$ cat src/rtl/sdc_map.svh
`ifndef SDC_MAP_SVH
`define SDC_MAP_SVH
// serial addresses of the two control registers
`define SDC_ADDR_PRI      5'h00
`define SDC_ADDR_SEC      5'h01
// data lengths in bits, and the index of the last instruction bit
`define SDC_PRI_BITS      6'd32
`define SDC_SEC_BITS      6'd40
`define SDC_INSTR_BITS    3'd7
// instruction byte fields
`define SDC_INSTR_RD      7
`define SDC_INSTR_ADDR_HI 4
// primary_control fields
`define SDC_P_LOCK_ERR    24
`define SDC_P_NO_DWELL    16
`define SDC_P_LSB_FIRST   15
`define SDC_P_THREE_WIRE  14
`define SDC_P_DIG_PD      7
`define SDC_P_PFD_IN_PD   6
`define SDC_P_SYNC_GATE   4
`define SDC_P_AUTO_SYNC   3
`define SDC_P_SW_SYNC     2
`define SDC_P_HW_SYNC     1
`define SDC_P_HS_SYNC     0
`define SDC_P_WR_MASK     32'h00FF_C0FB
`define SDC_P_RESET       32'h0000_0000
// secondary_control fields
`define SDC_S_DAC_PD      39
`define SDC_S_BG_PD       33
`define SDC_S_INT_RSET    32
`define SDC_S_RISE_HI     31
`define SDC_S_RISE_LO     29
`define SDC_S_FALL_HI     28
`define SDC_S_FALL_LO     26
`define SDC_S_LOCK_DET_EN 25
`define SDC_S_WR_MASK     40'h83_FFFF_FFFF
`define SDC_S_RESET       40'h00_0078_0000
// timing
`define SDC_CLK_MHZ       50
`define SDC_BG_SETTLE_US  10000
`define SDC_BG_SETTLE_CYC (`SDC_BG_SETTLE_US * `SDC_CLK_MHZ)
`endif

$ cat src/rtl/sdc_pkg.sv
package sdc_pkg;
    // serial port states, gray along idle->instr->data->wait
    typedef enum logic [1:0] {
        SDC_IDLE  = 2'b00,
        SDC_INSTR = 2'b01,
        SDC_DATA  = 2'b11,
        SDC_WAIT  = 2'b10
    } sdc_port_st_t;
endpackage

$ cat src/rtl/sdc_sync_div.sv
`timescale 1ns/1ps
`default_nettype none
// sync clock: system clock divided by four, with advance and align
module sdc_sync_div
    import sdc_pkg::*;
(
    input  wire logic       clk,       // system clock
    input  wire logic       rst_n,     // async reset, low
    input  wire logic       run,       // clock enable, low freezes
    input  wire logic       advance,   // one-cycle pulse, edges earlier
    input  wire logic       align,     // one-cycle pulse, load phase
    input  wire logic [1:0] align_val, // phase loaded on align
    output logic            sync_clk   // divided clock level
);
    logic [1:0] phase_q;               // divider phase
    logic [1:0] phase_d;
    logic       sync_q;                // registered output
    logic       sync_d;

    // next phase: align wins, advance skips one step
    always_comb begin
        phase_d = phase_q;
        if (run) begin
            if (align) begin
                phase_d = align_val;
            end else if (advance) begin
                phase_d = phase_q + 2'd2;
            end else begin
                phase_d = phase_q + 2'd1;
            end
        end
        sync_d = ~phase_d[1];
    end

    // phase and output registers
    always_ff @(posedge clk or negedge rst_n) begin
        if (!rst_n) begin
            phase_q <= 2'd0;
            sync_q  <= 1'b1;
        end else begin
            phase_q <= phase_d;
            sync_q  <= sync_d;
        end
    end

    assign sync_clk = sync_q;
endmodule
`default_nettype wire

$ cat src/rtl/sdc_top.sv
// Contract
// - no-dwell clear: hold upper word at sweep end
// - no-dwell set: return to start, wait profile pulse
// - bit-order bit picks MSB or LSB first
// - wire-mode picks two-wire or three-wire readback
// - digital power-down stops all but serial port; lock error flag and band-gap settle count keep running
// - detector power-down disables detector input buffers
// - gating bit floats the sync output pin
// - auto sync aligns sync clock to pin
// - software sync advances sync clock, self-clears
// - hardware sync: pin rising edge advances clock
// - lock loss in sync-input mode sets error
// - shared pin outputs lock when lock-detect enabled and not sync input
// - high-speed sync bit enables extra alignment
// - converter power-down floats converter output
// - band-gap power-down, about 10 ms settling
// - resistor select uses internal driver resistor
// - rising surge bits add cumulative current
// - falling surge bits add cumulative current
// - lock-detect enable drives lock on pin
// - lock error sticky, cleared by primary readback
`timescale 1ns/1ps
`default_nettype none
`include "sdc_map.svh"
module sdc_top
    import sdc_pkg::*;
#(
    parameter int unsigned BG_SETTLE_CYC = `SDC_BG_SETTLE_CYC // band-gap settle cycles
)(
    input  wire logic       CLK_SYS,             // system clock, 50 MHz
    input  wire logic       RST_N,               // async reset, low
    input  wire logic       SCLK,                // serial clock, sampled
    input  wire logic       CS_N,                // serial select, low
    input  wire logic       SDIO_I,              // serial data pin in
    output logic            SDIO_O,              // serial data pin out
    output logic            SDIO_OE,             // serial data pin drive
    output logic            SDO_O,               // serial output pin
    output logic            SDO_OE,              // serial output drive
    input  wire logic       LOCK_SYNC_I,         // shared pin in
    output logic            LOCK_SYNC_O,         // shared pin out
    output logic            LOCK_SYNC_OE,        // shared pin drive
    input  wire logic       PLL_LOCKED,          // loop lock status
    output logic            SYNC_OUT,            // sync clock pin
    output logic            SYNC_OUT_OE,         // sync pin drive
    input  wire logic       SWEEP_AT_END,        // sweep hit upper word
    input  wire logic       PROFILE_SELECT_BIT0, // profile select input
    output logic            SWEEP_HOLD_END,      // hold end word
    output logic            SWEEP_RETURN_START,  // output start word
    output logic            DIG_CLK_EN,          // digital clock enable
    output logic            PFD_IN_EN,           // detector buffers on
    output logic            HS_SYNC_EN,          // high-speed sync mode
    output logic            DAC_PD,              // converter power-down
    output logic            DAC_OUT_OE,          // converter output on
    output logic            BANDGAP_PD,          // reference power-down
    output logic            BANDGAP_SETTLED,     // reference settled
    output logic            DRV_INT_RSET,        // internal resistor
    output logic            DRV_EXT_RSET_EN,     // resistor pin in use
    output logic [2:0]      RISE_SURGE_EN,       // rising surge legs
    output logic [2:0]      FALL_SURGE_EN        // falling surge legs
);
    sdc_port_st_t st_q, st_d;      // serial port state
    logic [5:0]  cnt_q, cnt_d;     // bit counter
    logic [7:0]  instr_q, instr_d; // instruction byte
    logic [39:0] sh_q, sh_d;       // data shift register
    logic        out_q, out_d;     // serial output bit
    logic        sclk_q;           // previous serial clock
    logic [31:0] pri_q, pri_d;     // primary_control
    logic [39:0] sec_q, sec_d;     // secondary_control
    logic        lerr_q, lerr_d;   // sticky lock error
    logic        sw_adv;           // software sync pulse
    logic        sclk_rise;        // serial clock rising
    logic        sclk_fall;        // serial clock falling
    logic        is_rd;            // transfer is a read
    logic [4:0]  addr;             // transfer address
    logic        lsb_first;        // bit order
    logic [5:0]  total;            // bits in data phase
    logic [39:0] rd_word;          // readback value
    logic [5:0]  rd_idx;           // readback bit index
    logic [39:0] sh_n;             // shift with new bit
    logic        last_bit;         // final data bit
    logic        lerr_clr;         // primary read done

    // decode of the current transfer
    assign sclk_rise = SCLK & ~sclk_q;
    assign sclk_fall = ~SCLK & sclk_q;
    assign lsb_first = pri_q[`SDC_P_LSB_FIRST];
    assign is_rd     = instr_q[`SDC_INSTR_RD];
    assign addr      = instr_q[`SDC_INSTR_ADDR_HI:0];
    assign total     = (addr == `SDC_ADDR_SEC) ? `SDC_SEC_BITS : `SDC_PRI_BITS;
    assign rd_word   = (addr == `SDC_ADDR_SEC) ? sec_q :
                       (addr == `SDC_ADDR_PRI) ? {8'h00, pri_q | ({31'h0, lerr_q} << `SDC_P_LOCK_ERR)} :
                       40'h00_0000_0000; // unmapped reads zero
    assign rd_idx    = lsb_first ? cnt_q : total - 6'd1 - cnt_q;
    assign sh_n      = lsb_first ? {SDIO_I, sh_q[39:1]} : {sh_q[38:0], SDIO_I};
    assign last_bit  = (st_q == SDC_DATA) && sclk_rise && (cnt_q == total - 6'd1);
    assign lerr_clr  = last_bit && is_rd && (addr == `SDC_ADDR_PRI);

    // serial port and register file, next values
    always_comb begin
        st_d    = st_q;
        cnt_d   = cnt_q;
        instr_d = instr_q;
        sh_d    = sh_q;
        out_d   = out_q;
        pri_d   = pri_q;
        sec_d   = sec_q;
        sw_adv  = 1'b0;
        // set wins over readback clear
        lerr_d  = (lerr_q & ~lerr_clr)
                | ((pri_q[`SDC_P_AUTO_SYNC] | pri_q[`SDC_P_HW_SYNC]) & ~PLL_LOCKED);
        if (CS_N) begin
            st_d  = SDC_IDLE;
            cnt_d = 6'd0;
        end else begin
            case (st_q)
                SDC_IDLE: begin
                    st_d  = SDC_INSTR;
                    cnt_d = 6'd0;
                    if (sclk_rise) begin
                        instr_d = lsb_first ? {SDIO_I, 7'h00} : {7'h00, SDIO_I};
                        cnt_d   = 6'd1;
                    end
                end
                SDC_INSTR: begin
                    if (sclk_rise) begin
                        instr_d = lsb_first ? {SDIO_I, instr_q[7:1]} : {instr_q[6:0], SDIO_I};
                        cnt_d   = cnt_q + 6'd1;
                        if (cnt_q[2:0] == `SDC_INSTR_BITS) begin
                            st_d  = SDC_DATA;
                            cnt_d = 6'd0;
                        end
                    end
                end
                SDC_DATA: begin
                    if (sclk_fall && is_rd) begin
                        out_d = rd_word[rd_idx];
                    end
                    if (sclk_rise) begin
                        sh_d  = sh_n;
                        cnt_d = cnt_q + 6'd1;
                        if (last_bit) begin
                            st_d = SDC_WAIT;
                            // commit only a complete transfer
                            if (!is_rd && addr == `SDC_ADDR_SEC) begin
                                sec_d = sh_n & `SDC_S_WR_MASK;
                            end else if (!is_rd && addr == `SDC_ADDR_PRI) begin
                                pri_d  = (lsb_first ? sh_n[39:8] : sh_n[31:0]) & `SDC_P_WR_MASK;
                                sw_adv = lsb_first ? sh_n[8 + `SDC_P_SW_SYNC] : sh_n[`SDC_P_SW_SYNC];
                            end
                        end
                    end
                end
                SDC_WAIT: begin
                    st_d = SDC_WAIT;
                end
                default: begin
                    st_d = SDC_IDLE;
                end
            endcase
        end
    end

    // serial port and register file, registers
    always_ff @(posedge CLK_SYS or negedge RST_N) begin
        if (!RST_N) begin
            st_q    <= SDC_IDLE;
            cnt_q   <= 6'd0;
            instr_q <= 8'h00;
            sh_q    <= 40'h00_0000_0000;
            out_q   <= 1'b0;
            sclk_q  <= 1'b0;
            pri_q   <= `SDC_P_RESET;
            sec_q   <= `SDC_S_RESET;
            lerr_q  <= 1'b0;
        end else begin
            st_q    <= st_d;
            cnt_q   <= cnt_d;
            instr_q <= instr_d;
            sh_q    <= sh_d;
            out_q   <= out_d;
            sclk_q  <= SCLK;
            pri_q   <= pri_d;
            sec_q   <= sec_d;
            lerr_q  <= lerr_d;
        end
    end

    // readback pins follow wire mode
    assign SDIO_O  = out_q;
    assign SDO_O   = out_q;
    assign SDIO_OE = ~CS_N && (st_q == SDC_DATA) && is_rd && ~pri_q[`SDC_P_THREE_WIRE];
    assign SDO_OE  = ~CS_N && (st_q == SDC_DATA) && is_rd && pri_q[`SDC_P_THREE_WIRE];

    logic       run;       // digital logic running
    logic       auto_sync; // pin is sync reference
    logic       hw_sync;   // pin is advance input
    logic       ref_q;     // previous shared pin level
    logic       ref_rise;  // shared pin rising
    logic       sync_clk;  // internal sync clock

    assign run       = ~pri_q[`SDC_P_DIG_PD];
    assign auto_sync = pri_q[`SDC_P_AUTO_SYNC];
    assign hw_sync   = pri_q[`SDC_P_HW_SYNC];
    assign ref_rise  = LOCK_SYNC_I & ~ref_q;

    // sync clock divider with advance and alignment
    sdc_sync_div u_sync_div (
        .clk       (CLK_SYS),
        .rst_n     (RST_N),
        .run       (run),
        .advance   (sw_adv | (hw_sync & ref_rise)),
        .align     (auto_sync & ~hw_sync & ref_rise),
        .align_val (pri_q[`SDC_P_HS_SYNC] ? 2'd1 : 2'd0),
        .sync_clk  (sync_clk)
    );

    // shared pin: lock output only when not a sync input
    assign LOCK_SYNC_OE = sec_q[`SDC_S_LOCK_DET_EN] & ~auto_sync & ~hw_sync;
    assign LOCK_SYNC_O  = PLL_LOCKED;
    assign SYNC_OUT     = sync_clk;
    assign SYNC_OUT_OE  = ~pri_q[`SDC_P_SYNC_GATE];
    assign HS_SYNC_EN   = pri_q[`SDC_P_HS_SYNC];
    assign DIG_CLK_EN   = run;
    assign PFD_IN_EN    = ~pri_q[`SDC_P_PFD_IN_PD];

    // analog controls from secondary_control
    assign DAC_PD          = sec_q[`SDC_S_DAC_PD];
    assign DAC_OUT_OE      = ~sec_q[`SDC_S_DAC_PD];
    assign BANDGAP_PD      = sec_q[`SDC_S_BG_PD];
    assign DRV_INT_RSET    = sec_q[`SDC_S_INT_RSET];
    assign DRV_EXT_RSET_EN = ~sec_q[`SDC_S_INT_RSET];
    assign RISE_SURGE_EN   = sec_q[`SDC_S_RISE_HI:`SDC_S_RISE_LO];
    assign FALL_SURGE_EN   = sec_q[`SDC_S_FALL_HI:`SDC_S_FALL_LO];

    logic        hold_end_q, hold_end_d; // dwell at upper word
    logic        ret_q, ret_d;           // returned to start word
    logic        ps_q;                   // previous profile select
    logic        ps_rise;                // new sweep requested
    logic [19:0] bg_cnt_q, bg_cnt_d;     // band-gap settle counter
    logic        bg_ok_q, bg_ok_d;       // band-gap settled

    assign ps_rise = PROFILE_SELECT_BIT0 & ~ps_q;

    // sweep end behaviour and band-gap settling, next values
    always_comb begin
        hold_end_d = hold_end_q;
        ret_d      = ret_q;
        if (run) begin
            if (SWEEP_AT_END && !pri_q[`SDC_P_NO_DWELL]) begin
                hold_end_d = 1'b1;
                ret_d      = 1'b0;
            end else if (SWEEP_AT_END) begin
                ret_d      = 1'b1;
                hold_end_d = 1'b0;
            end else if (ps_rise) begin
                hold_end_d = 1'b0;
                ret_d      = 1'b0;
            end
        end
        bg_cnt_d = bg_cnt_q;
        bg_ok_d  = bg_ok_q;
        if (sec_q[`SDC_S_BG_PD]) begin
            bg_cnt_d = 20'd0;
            bg_ok_d  = 1'b0;
        end else if (!bg_ok_q) begin
            bg_cnt_d = bg_cnt_q + 20'd1;
            bg_ok_d  = (bg_cnt_q >= 20'(BG_SETTLE_CYC - 1));
        end
    end

    // sweep and band-gap registers
    always_ff @(posedge CLK_SYS or negedge RST_N) begin
        if (!RST_N) begin
            hold_end_q <= 1'b0;
            ret_q      <= 1'b0;
            ps_q       <= 1'b0;
            ref_q      <= 1'b0;
            bg_cnt_q   <= 20'd0;
            bg_ok_q    <= 1'b0;
        end else begin
            hold_end_q <= hold_end_d;
            ret_q      <= ret_d;
            ps_q       <= run ? PROFILE_SELECT_BIT0 : ps_q;
            ref_q      <= LOCK_SYNC_I;
            bg_cnt_q   <= bg_cnt_d;
            bg_ok_q    <= bg_ok_d;
        end
    end

    assign SWEEP_HOLD_END     = hold_end_q;
    assign SWEEP_RETURN_START = ret_q;
    assign BANDGAP_SETTLED    = bg_ok_q;
endmodule
`default_nettype wire

$ cat config.mk
export PLATFORM = sky130hd
export DESIGN_NAME = sdc_top
export DESIGN_NICKNAME = d
export VERILOG_FILES = /design/src/rtl/sdc_pkg.sv /design/src/rtl/sdc_sync_div.sv /design/src/rtl/sdc_top.sv
export VERILOG_INCLUDE_DIRS = /design/src /design/src/rtl
export SDC_FILE = /design/constraint.sdc
export NUM_CORES = 1
export LEC_CHECK = 0
export ABC_AREA = 1
export BUFFER_PORTS_ARGS = -buffer_cell sky130_fd_sc_hd__buf_2
export CAP_MARGIN = 20
export CORE_UTILIZATION = 51
export CTS_BUF_LIST = sky130_fd_sc_hd__clkbuf_8
export CTS_CLUSTER_DIAMETER = 40
export CTS_CLUSTER_SIZE = 14
export DETAILED_ROUTE_END_ITERATION = 16
export GPL_ROUTABILITY_DRIVEN = 0
export GPL_TIMING_DRIVEN = 0
export PLACE_DENSITY = 0.66
export SLEW_MARGIN = 20
export SYNTH_ARGS = -nofsm -noshare
export SYNTH_HDL_FRONTEND = slang
export SYNTH_SLANG_ARGS = --single-unit
$ cat constraint.sdc
create_clock -name CLK_SYS -period 6.05 [get_ports CLK_SYS]
set_input_delay 0.9075 -clock CLK_SYS [delete_from_list [all_inputs] [get_ports CLK_SYS]]
set_output_delay 0.9075 -clock CLK_SYS [all_outputs]
set_load 0.02 [all_outputs]
# [Yosys cells after proc, flatten, opt, wreduce, memory -nomap -nowiden]
# Cells that the tools add are included.
[classes] n_bitwise=32 muxes=45 addsub=6 n_eq_ne=13 order_cmp=2 reduce_logical=27
[op_table] operator="$mux W40" count=2
[op_table] operator="$mux W20" count=2
[op_table] operator="$mux W8" count=4
[op_table] operator="$mux W6" count=5
[op_table] operator="$mux W25" count=1
[op_table] operator="$or A24 B25 Y25" count=1
[op_table] operator="$mux W24" count=1
[op_table] operator="$add A20 B1 Y20 const B" count=1
[op_table] operator="$ge A20 B19 Y1 const B" count=1
[op_table] operator="$pmux W6 S3" count=1
[op_table] operator="$mux W1" count=17
[op_table] operator="$not A1 Y1" count=17
[op_table] operator="$mux W2" count=8
[op_table] operator="$pmux W8 S2" count=1
[op_table] operator="$logic_and A1 B1 Y1" count=12
[op_table] operator="$ne A3 B3 Y1 const B" count=4
[op_table] operator="$and A1 B1 Y1" count=11
[op_table] operator="$reduce_and A3 Y1" count=3
[op_table] operator="$pmux W2 S4" count=1
[op_table] operator="$reduce_and A4 Y1" count=2
[op_table] operator="$lt A6 B7 Y1 const B" count=1
[op_table] operator="$add A6 B1 Y6 const B" count=1
[op_table] operator="$bmux W1 S6" count=1
[op_table] operator="$eq A6 B6 Y1" count=1
[op_table] operator="other kinds (20)" count=26
[word_totals] inputBits=9 ff_bits=139

# [Longest topological paths before layout]
[logic_depth] depth_word=14 depth_mapped=16

# [Modules after synthesis]
# From an unflattened synthesis, not the netlist that was laid out.
[unflattened] cells_unflattened=928 area_unflattened_um2=7200.7
[by_module_without_submodules] mod="sdc_top" cells_per_inst=897 seq_area_each_um2=3408.3 area_each_um2=7008.0 n_inst=1
[by_module_without_submodules] mod="sdc_sync_div" cells_per_inst=31 seq_area_each_um2=76.3 area_each_um2=192.7 n_inst=1

# [Worst setup path before layout]
# OpenSTA, ideal clock, no wires.
[synth_timing] path_kind="register to register" from="register instr_q[3]" to="register sec_q[2]" arrival_ps=2319 path_stages_with_launch=10 period_less_slack_ps=2444 setup_ps=125 n_path_buf=2 path_slack_ps=3606 cell_sequence="dfrtp_1 nor2_4 nand3_4 clkbuf_1 ha_1 nand2_1 nor4_4 nand4_2 buf_4 mux2_4"
[synth_between] elab_chain_len=6 elab_cells_between_ends=7 classes_between="add/sub: 1; eq/ne: 2; mux: 1; reduce/logical: 3"
[synth_lines] item="start: declaration" line="sdc_top.sv:63" source="logic [7:0] instr_q, instr_d;"
[synth_lines] item="start signal: assignment" line="sdc_top.sv:178" source="instr_q <= instr_d;"
[synth_lines] item="$eq A5 B1 Y1 (no line) *"
[synth_lines] item="$mux W4 (no line)"
[synth_lines] item="$sub A6 B1 Y6" line="sdc_top.sv:95" source="assign last_bit = (st_q == SDC_DATA) && sclk_rise && (cnt_q == total - 6'd1);"
[synth_lines] item="$eq A6 B6 Y1" line="sdc_top.sv:95"
[synth_lines] item="$logic_and A1 B1 Y1" line="sdc_top.sv:95"
[synth_lines] item="$reduce_and A5 Y1 (no line) *"
[synth_lines] item="end signal: assignment" line="sdc_top.sv:173" source="sec_q <= `SDC_S_RESET;"
[synth_lines] item="end: declaration" line="sdc_top.sv:68" source="logic [39:0] sec_q, sec_d;"
# Every way passes the cells marked *; elsewhere a longest branch is shown, timed or not.
# A chain may end at the register's enable or synchronous reset.

# [Final worst setup path]
[layout_timing] from="register instr_q[0]" to="register pri_q[17]"
[layout_between] elab_chain_len=6 elab_cells_between_ends=10 classes_between="add/sub: 1; eq/ne: 2; mux: 1; bitwise: 1; reduce/logical: 5"
[layout_lines] item="$eq A5 B1 Y1 (no line)"
[layout_lines] item="$mux W4 (no line)"
[layout_lines] item="$sub A6 B1 Y6" line="sdc_top.sv:95"
[layout_lines] item="$eq A6 B6 Y1" line="sdc_top.sv:95"
[layout_lines] item="$logic_and A1 B1 Y1" line="sdc_top.sv:95"
[layout_lines] item="$reduce_and A6 Y1 (no line) *"
[layout_lines] item="end signal: assignment" line="sdc_top.sv:172" source="pri_q <= `SDC_P_RESET;"
[layout_lines] item="end signal: assignment" line="sdc_top.sv:182" source="pri_q <= pri_d;"
[layout_lines] item="end: declaration" line="sdc_top.sv:67" source="logic [31:0] pri_q, pri_d;"
# Marked as above.

==> flow_summary.json <==
{
  "status": "finished clean",
  "cts_hold_buffers": 0,
  "first_iter_violations": 628,
  "vias_per_cell": 5.52,
  "post-dp-hpwl_mm": 14.0,
  "nets": 981,
  "post_synth_top_flop": "sky130_fd_sc_hd__dfrtp_1",
  "final.setup.tns_ps": 0,
  "htree_num_levels": 4,
  "clock_tree_from_tritoncts": "built",
  "ir_worst_vdd_mv": 0.144,
  "grt_pass1_wl_mm": 31.3,
  "grt_max_degree": 75,
  "complex_gate_fraction_of_the_synthesized_area": 0.159,
  "synthMuxAreaShare": 0.00532,
  "max_clock_freq_ghz": 0.315,
  "dominant_combinational_cell_family_by_area_after_synthesis": "simple AND/OR/NAND/NOR gates",
  "cts_setup_buffers": 0,
  "antenna_found_initial": 0,
  "path_class": "flop to flop",
  "first_global_vias": 5921,
  "cts_inserted_buffers": 17,
  "final_antenna_net_count": 0,
  "boundaryPins": 34,
  "netlist_area_um2": 7060,
  "numClockSinks": 139,
  "post-route-period-util": 0.524,
  "synth_xor_area_frac": 0.00744,
  "yosys.area_share.adder": 0.00886,
  "powerDensity_nw_per_um2": 255,
  "fin_worst_skew_ps": 12.2,
  "layout-area-overhead-vs-synth_pct": 12.0,
  "hold_viol_final": 0,
  "avgSynthCellArea_um2": 7.72,
  "firstDrtPassIters": 5,
  "synth_fp_nets": 928,
  "place_area_um2": 7480,
  "antennaDiodeCount": 0,
  "area.sequential_um2": 3480,
  "post_synth_main_area_contributors": "sky130_fd_sc_hd__dfrtp_1 48%, sky130_fd_sc_hd__nand2_1 11%, sky130_fd_sc_hd__a21oi_1 6.1%",
  "placeableCoreArea_um2": 13300,
  "routed_wirelength_mm": 19.2,
  "count_of_fill_cells_added_during_filler_insertion": 1270,
  "wl_per_cell_um": 16.6,
  "synth_seq_cells": 139,
  "setup_viol_count_final": 0,
  "arrival_ps": 3540,
  "synthDominantAreaCellType": "sky130_fd_sc_hd__dfrtp_1",
  "crit_fanout": 11,
  "yosysSeqAreaShare": 0.494,
  "dpl.cell_count": 1124,
  "grt_overflow_total": 0,
  "layout-drive-gt1-share": 0.100,
  "synth_top_area_share": 0.475,
  "category_of_the_worst_setup_path_launch_point": "flop",
  "synthArstFlopShare": 1.00,
  "grt_setup_unrepaired": "no",
  "synth_enable_flop_cells": 0,
  "crit_path_capture_type": "flop",
  "drcViolationCount": 0,
  "final_max_slew_viol_count": 0,
  "crit_required_ps": 6420,
  "leakage_nw": 3.80,
  "area_fraction_in_and_or_nand_and_nor_cells_after_synthesis": 0.237,
  "root_buffer": "sky130_fd_sc_hd__clkbuf_8",
  "floorplan.initialDensity": 0.529,
  "grt_util_all_layers": 0.287,
  "vias": 6372,
  "clock_insertion_delay_worst_skew_ps": 460,
  "die_area_um2": 14300,
  "placement.io_buffers": 33,
  "floorplan.die.height_um": 120,
  "min_path_type": "input port to asynchronous set/reset pin",
  "synthesized_netlist_cell_count": 914,
  "yosysWarnings": 0,
  "combined_area_of_the_multi_input_logic_cells_um2": 2950,
  "cap_viol_max_count": 0,
  "max-clock-path-buffers": 2,
  "timing_worst_slew_pin_value_ps": 608,
  "synth_cell_types": 45,
  "final_design_area_no_fill_um2": 7900,
  "die-width_um": 120,
  "final.min_clock_period_ps": 3170,
  "rows": 42,
  "relSlewSlack": 0.595,
  "clock_pin_transition_on_the_worst_setup_and_hold_timing_paths_ps": 70,
  "cts.repair.resized": 0,
  "layoutNonFillerInstCount": 1154
}
## state kept, by name, summed over array words and instances, names as in the netlist, 2 cells and up, named ones only
name      flops
st_q          2
instr_q       8
cnt_q         6
sh_q         40
bg_cnt_q     20
sec_q        35
pri_q        17
## routing by layer
metal / share of wire / vias up / GRT usage
met1: 0.48 / 3042 / 0.415
met2: 0.44 / 205 / 0.426
met5: 0 / - / 0
met3: 0.059 / 31 / 0.0537
li1: - / 3094 / -
met4: 0.021 / 0 / 0.113
## critical path: stages (launching register included)
cell and delay, ps:
sky130_fd_sc_hd__dfrtp_1 490, sky130_fd_sc_hd__inv_2 90, sky130_fd_sc_hd__nor2_4 150, sky130_fd_sc_hd__nand3_4 160, sky130_fd_sc_hd__clkbuf_1 320, sky130_fd_sc_hd__ha_1 430
sky130_fd_sc_hd__nand2_1 100, sky130_fd_sc_hd__nor4_4 330, sky130_fd_sc_hd__nand3_2 310, sky130_fd_sc_hd__inv_2 220, sky130_fd_sc_hd__buf_4 230, sky130_fd_sc_hd__o21ai_0 160
sky130_fd_sc_hd__o21ai_0 100
## report_power, final
part | switching [W] | total (W) | leakage (nW) | internal [W]
clock | 0.000358 | 0.000812 | 0.208 | 0.000454
combinational | 0.000165 | 0.000235 | 1.78 | 0.0000704
sequential | 0.0000212 | 0.000969 | 1.81 | 0.000947
total | 0.000544 | 0.00202 | 3.80 | 0.00147
## final cells by class
class,instances,share of cell area
Inverter,107,0.0508
Tap cell,176,0.0279
Timing Repair Buffer,34,0.0256
Clock buffer,18,0.0313
Sequential cell,139,0.441
Clock inverter,12,0.0220
Buffer,46,0.0285
Multi-Input combinational cell,622,0.373
## synthesized netlist by cell type, types with 4 or more instances
cell and n:
sky130_fd_sc_hd__a21oi_1 86, sky130_fd_sc_hd__o22ai_1 8, sky130_fd_sc_hd__buf_2 6, sky130_fd_sc_hd__nor2_1 113, sky130_fd_sc_hd__nor4_1 4, sky130_fd_sc_hd__ha_1 5
sky130_fd_sc_hd__inv_1 105, sky130_fd_sc_hd__dfstp_2 5, sky130_fd_sc_hd__nand4_1 10, sky130_fd_sc_hd__clkbuf_1 22, sky130_fd_sc_hd__buf_1 7, sky130_fd_sc_hd__nor3_1 16
sky130_fd_sc_hd__nand3_1 46, sky130_fd_sc_hd__buf_4 10, sky130_fd_sc_hd__o21ai_1 8, sky130_fd_sc_hd__o21ai_0 85, sky130_fd_sc_hd__dfrtp_1 134, sky130_fd_sc_hd__nand2_1 198
sky130_fd_sc_hd__a31oi_1 12
## final timing paths
check / cells after the start / slack [ps] / start / end
min in group CLK_SYS: 2 / 490 / ps_q / ps_q
worst min register to register: 2 / 490 / ps_q / ps_q
worst max register to register: 12 / 2880 / instr_q[0] / pri_q[17]
max in group asynchronous: 2 / 4880 / RST_N / sec_q[21]
worst min-delay path: 1 / 390 / RST_N / cnt_q[0]
worst max-delay path: 12 / 2880 / instr_q[0] / pri_q[17]
## placed cells by master (no fill, tap or decap), types with 16 or more instances in the layout
cell type,n
sky130_fd_sc_hd__nand3_1,46
sky130_fd_sc_hd__inv_1,106
sky130_fd_sc_hd__nor3_1,16
sky130_fd_sc_hd__buf_2,38
sky130_fd_sc_hd__clkbuf_8,18
sky130_fd_sc_hd__nand2_1,198
sky130_fd_sc_hd__nor2_1,113
sky130_fd_sc_hd__o21ai_0,85
sky130_fd_sc_hd__dfrtp_1,134
sky130_fd_sc_hd__clkbuf_1,22
sky130_fd_sc_hd__a21oi_1,86
## kinds of logic (layout without fill, tap and decap cells)
group / after synthesis / after routing
DFF: 139 / 139
and+or+nand+nor: 397 / 397
muxes: 3 / 3
buffers and inverters: 153 / 217
adders and majority gates: 5 / 5
AOI/OAI and AO/OA: 211 / 211
xor gates and xnor gates: 6 / 6
## through the flow
| stage | worst slack [ps] | power [W] | hold slack, ps | util |
|---|---|---|---|---|
| after floorplan | 3610 | 0.00114 | 444 | - |
| after global placement | 2080 | 0.00121 | 459 | 0.558 |
| after detailed placement | 2960 | 0.00122 | 469 | 0.561 |
| after CTS | 2930 | 0.00203 | 402 | 0.592 |
| after global routing | 2670 | 0.00210 | 421 | 0.592 |
| final | 2880 | 0.00202 | 386 | 0.592 |
(Power assumes the default switching activity.)
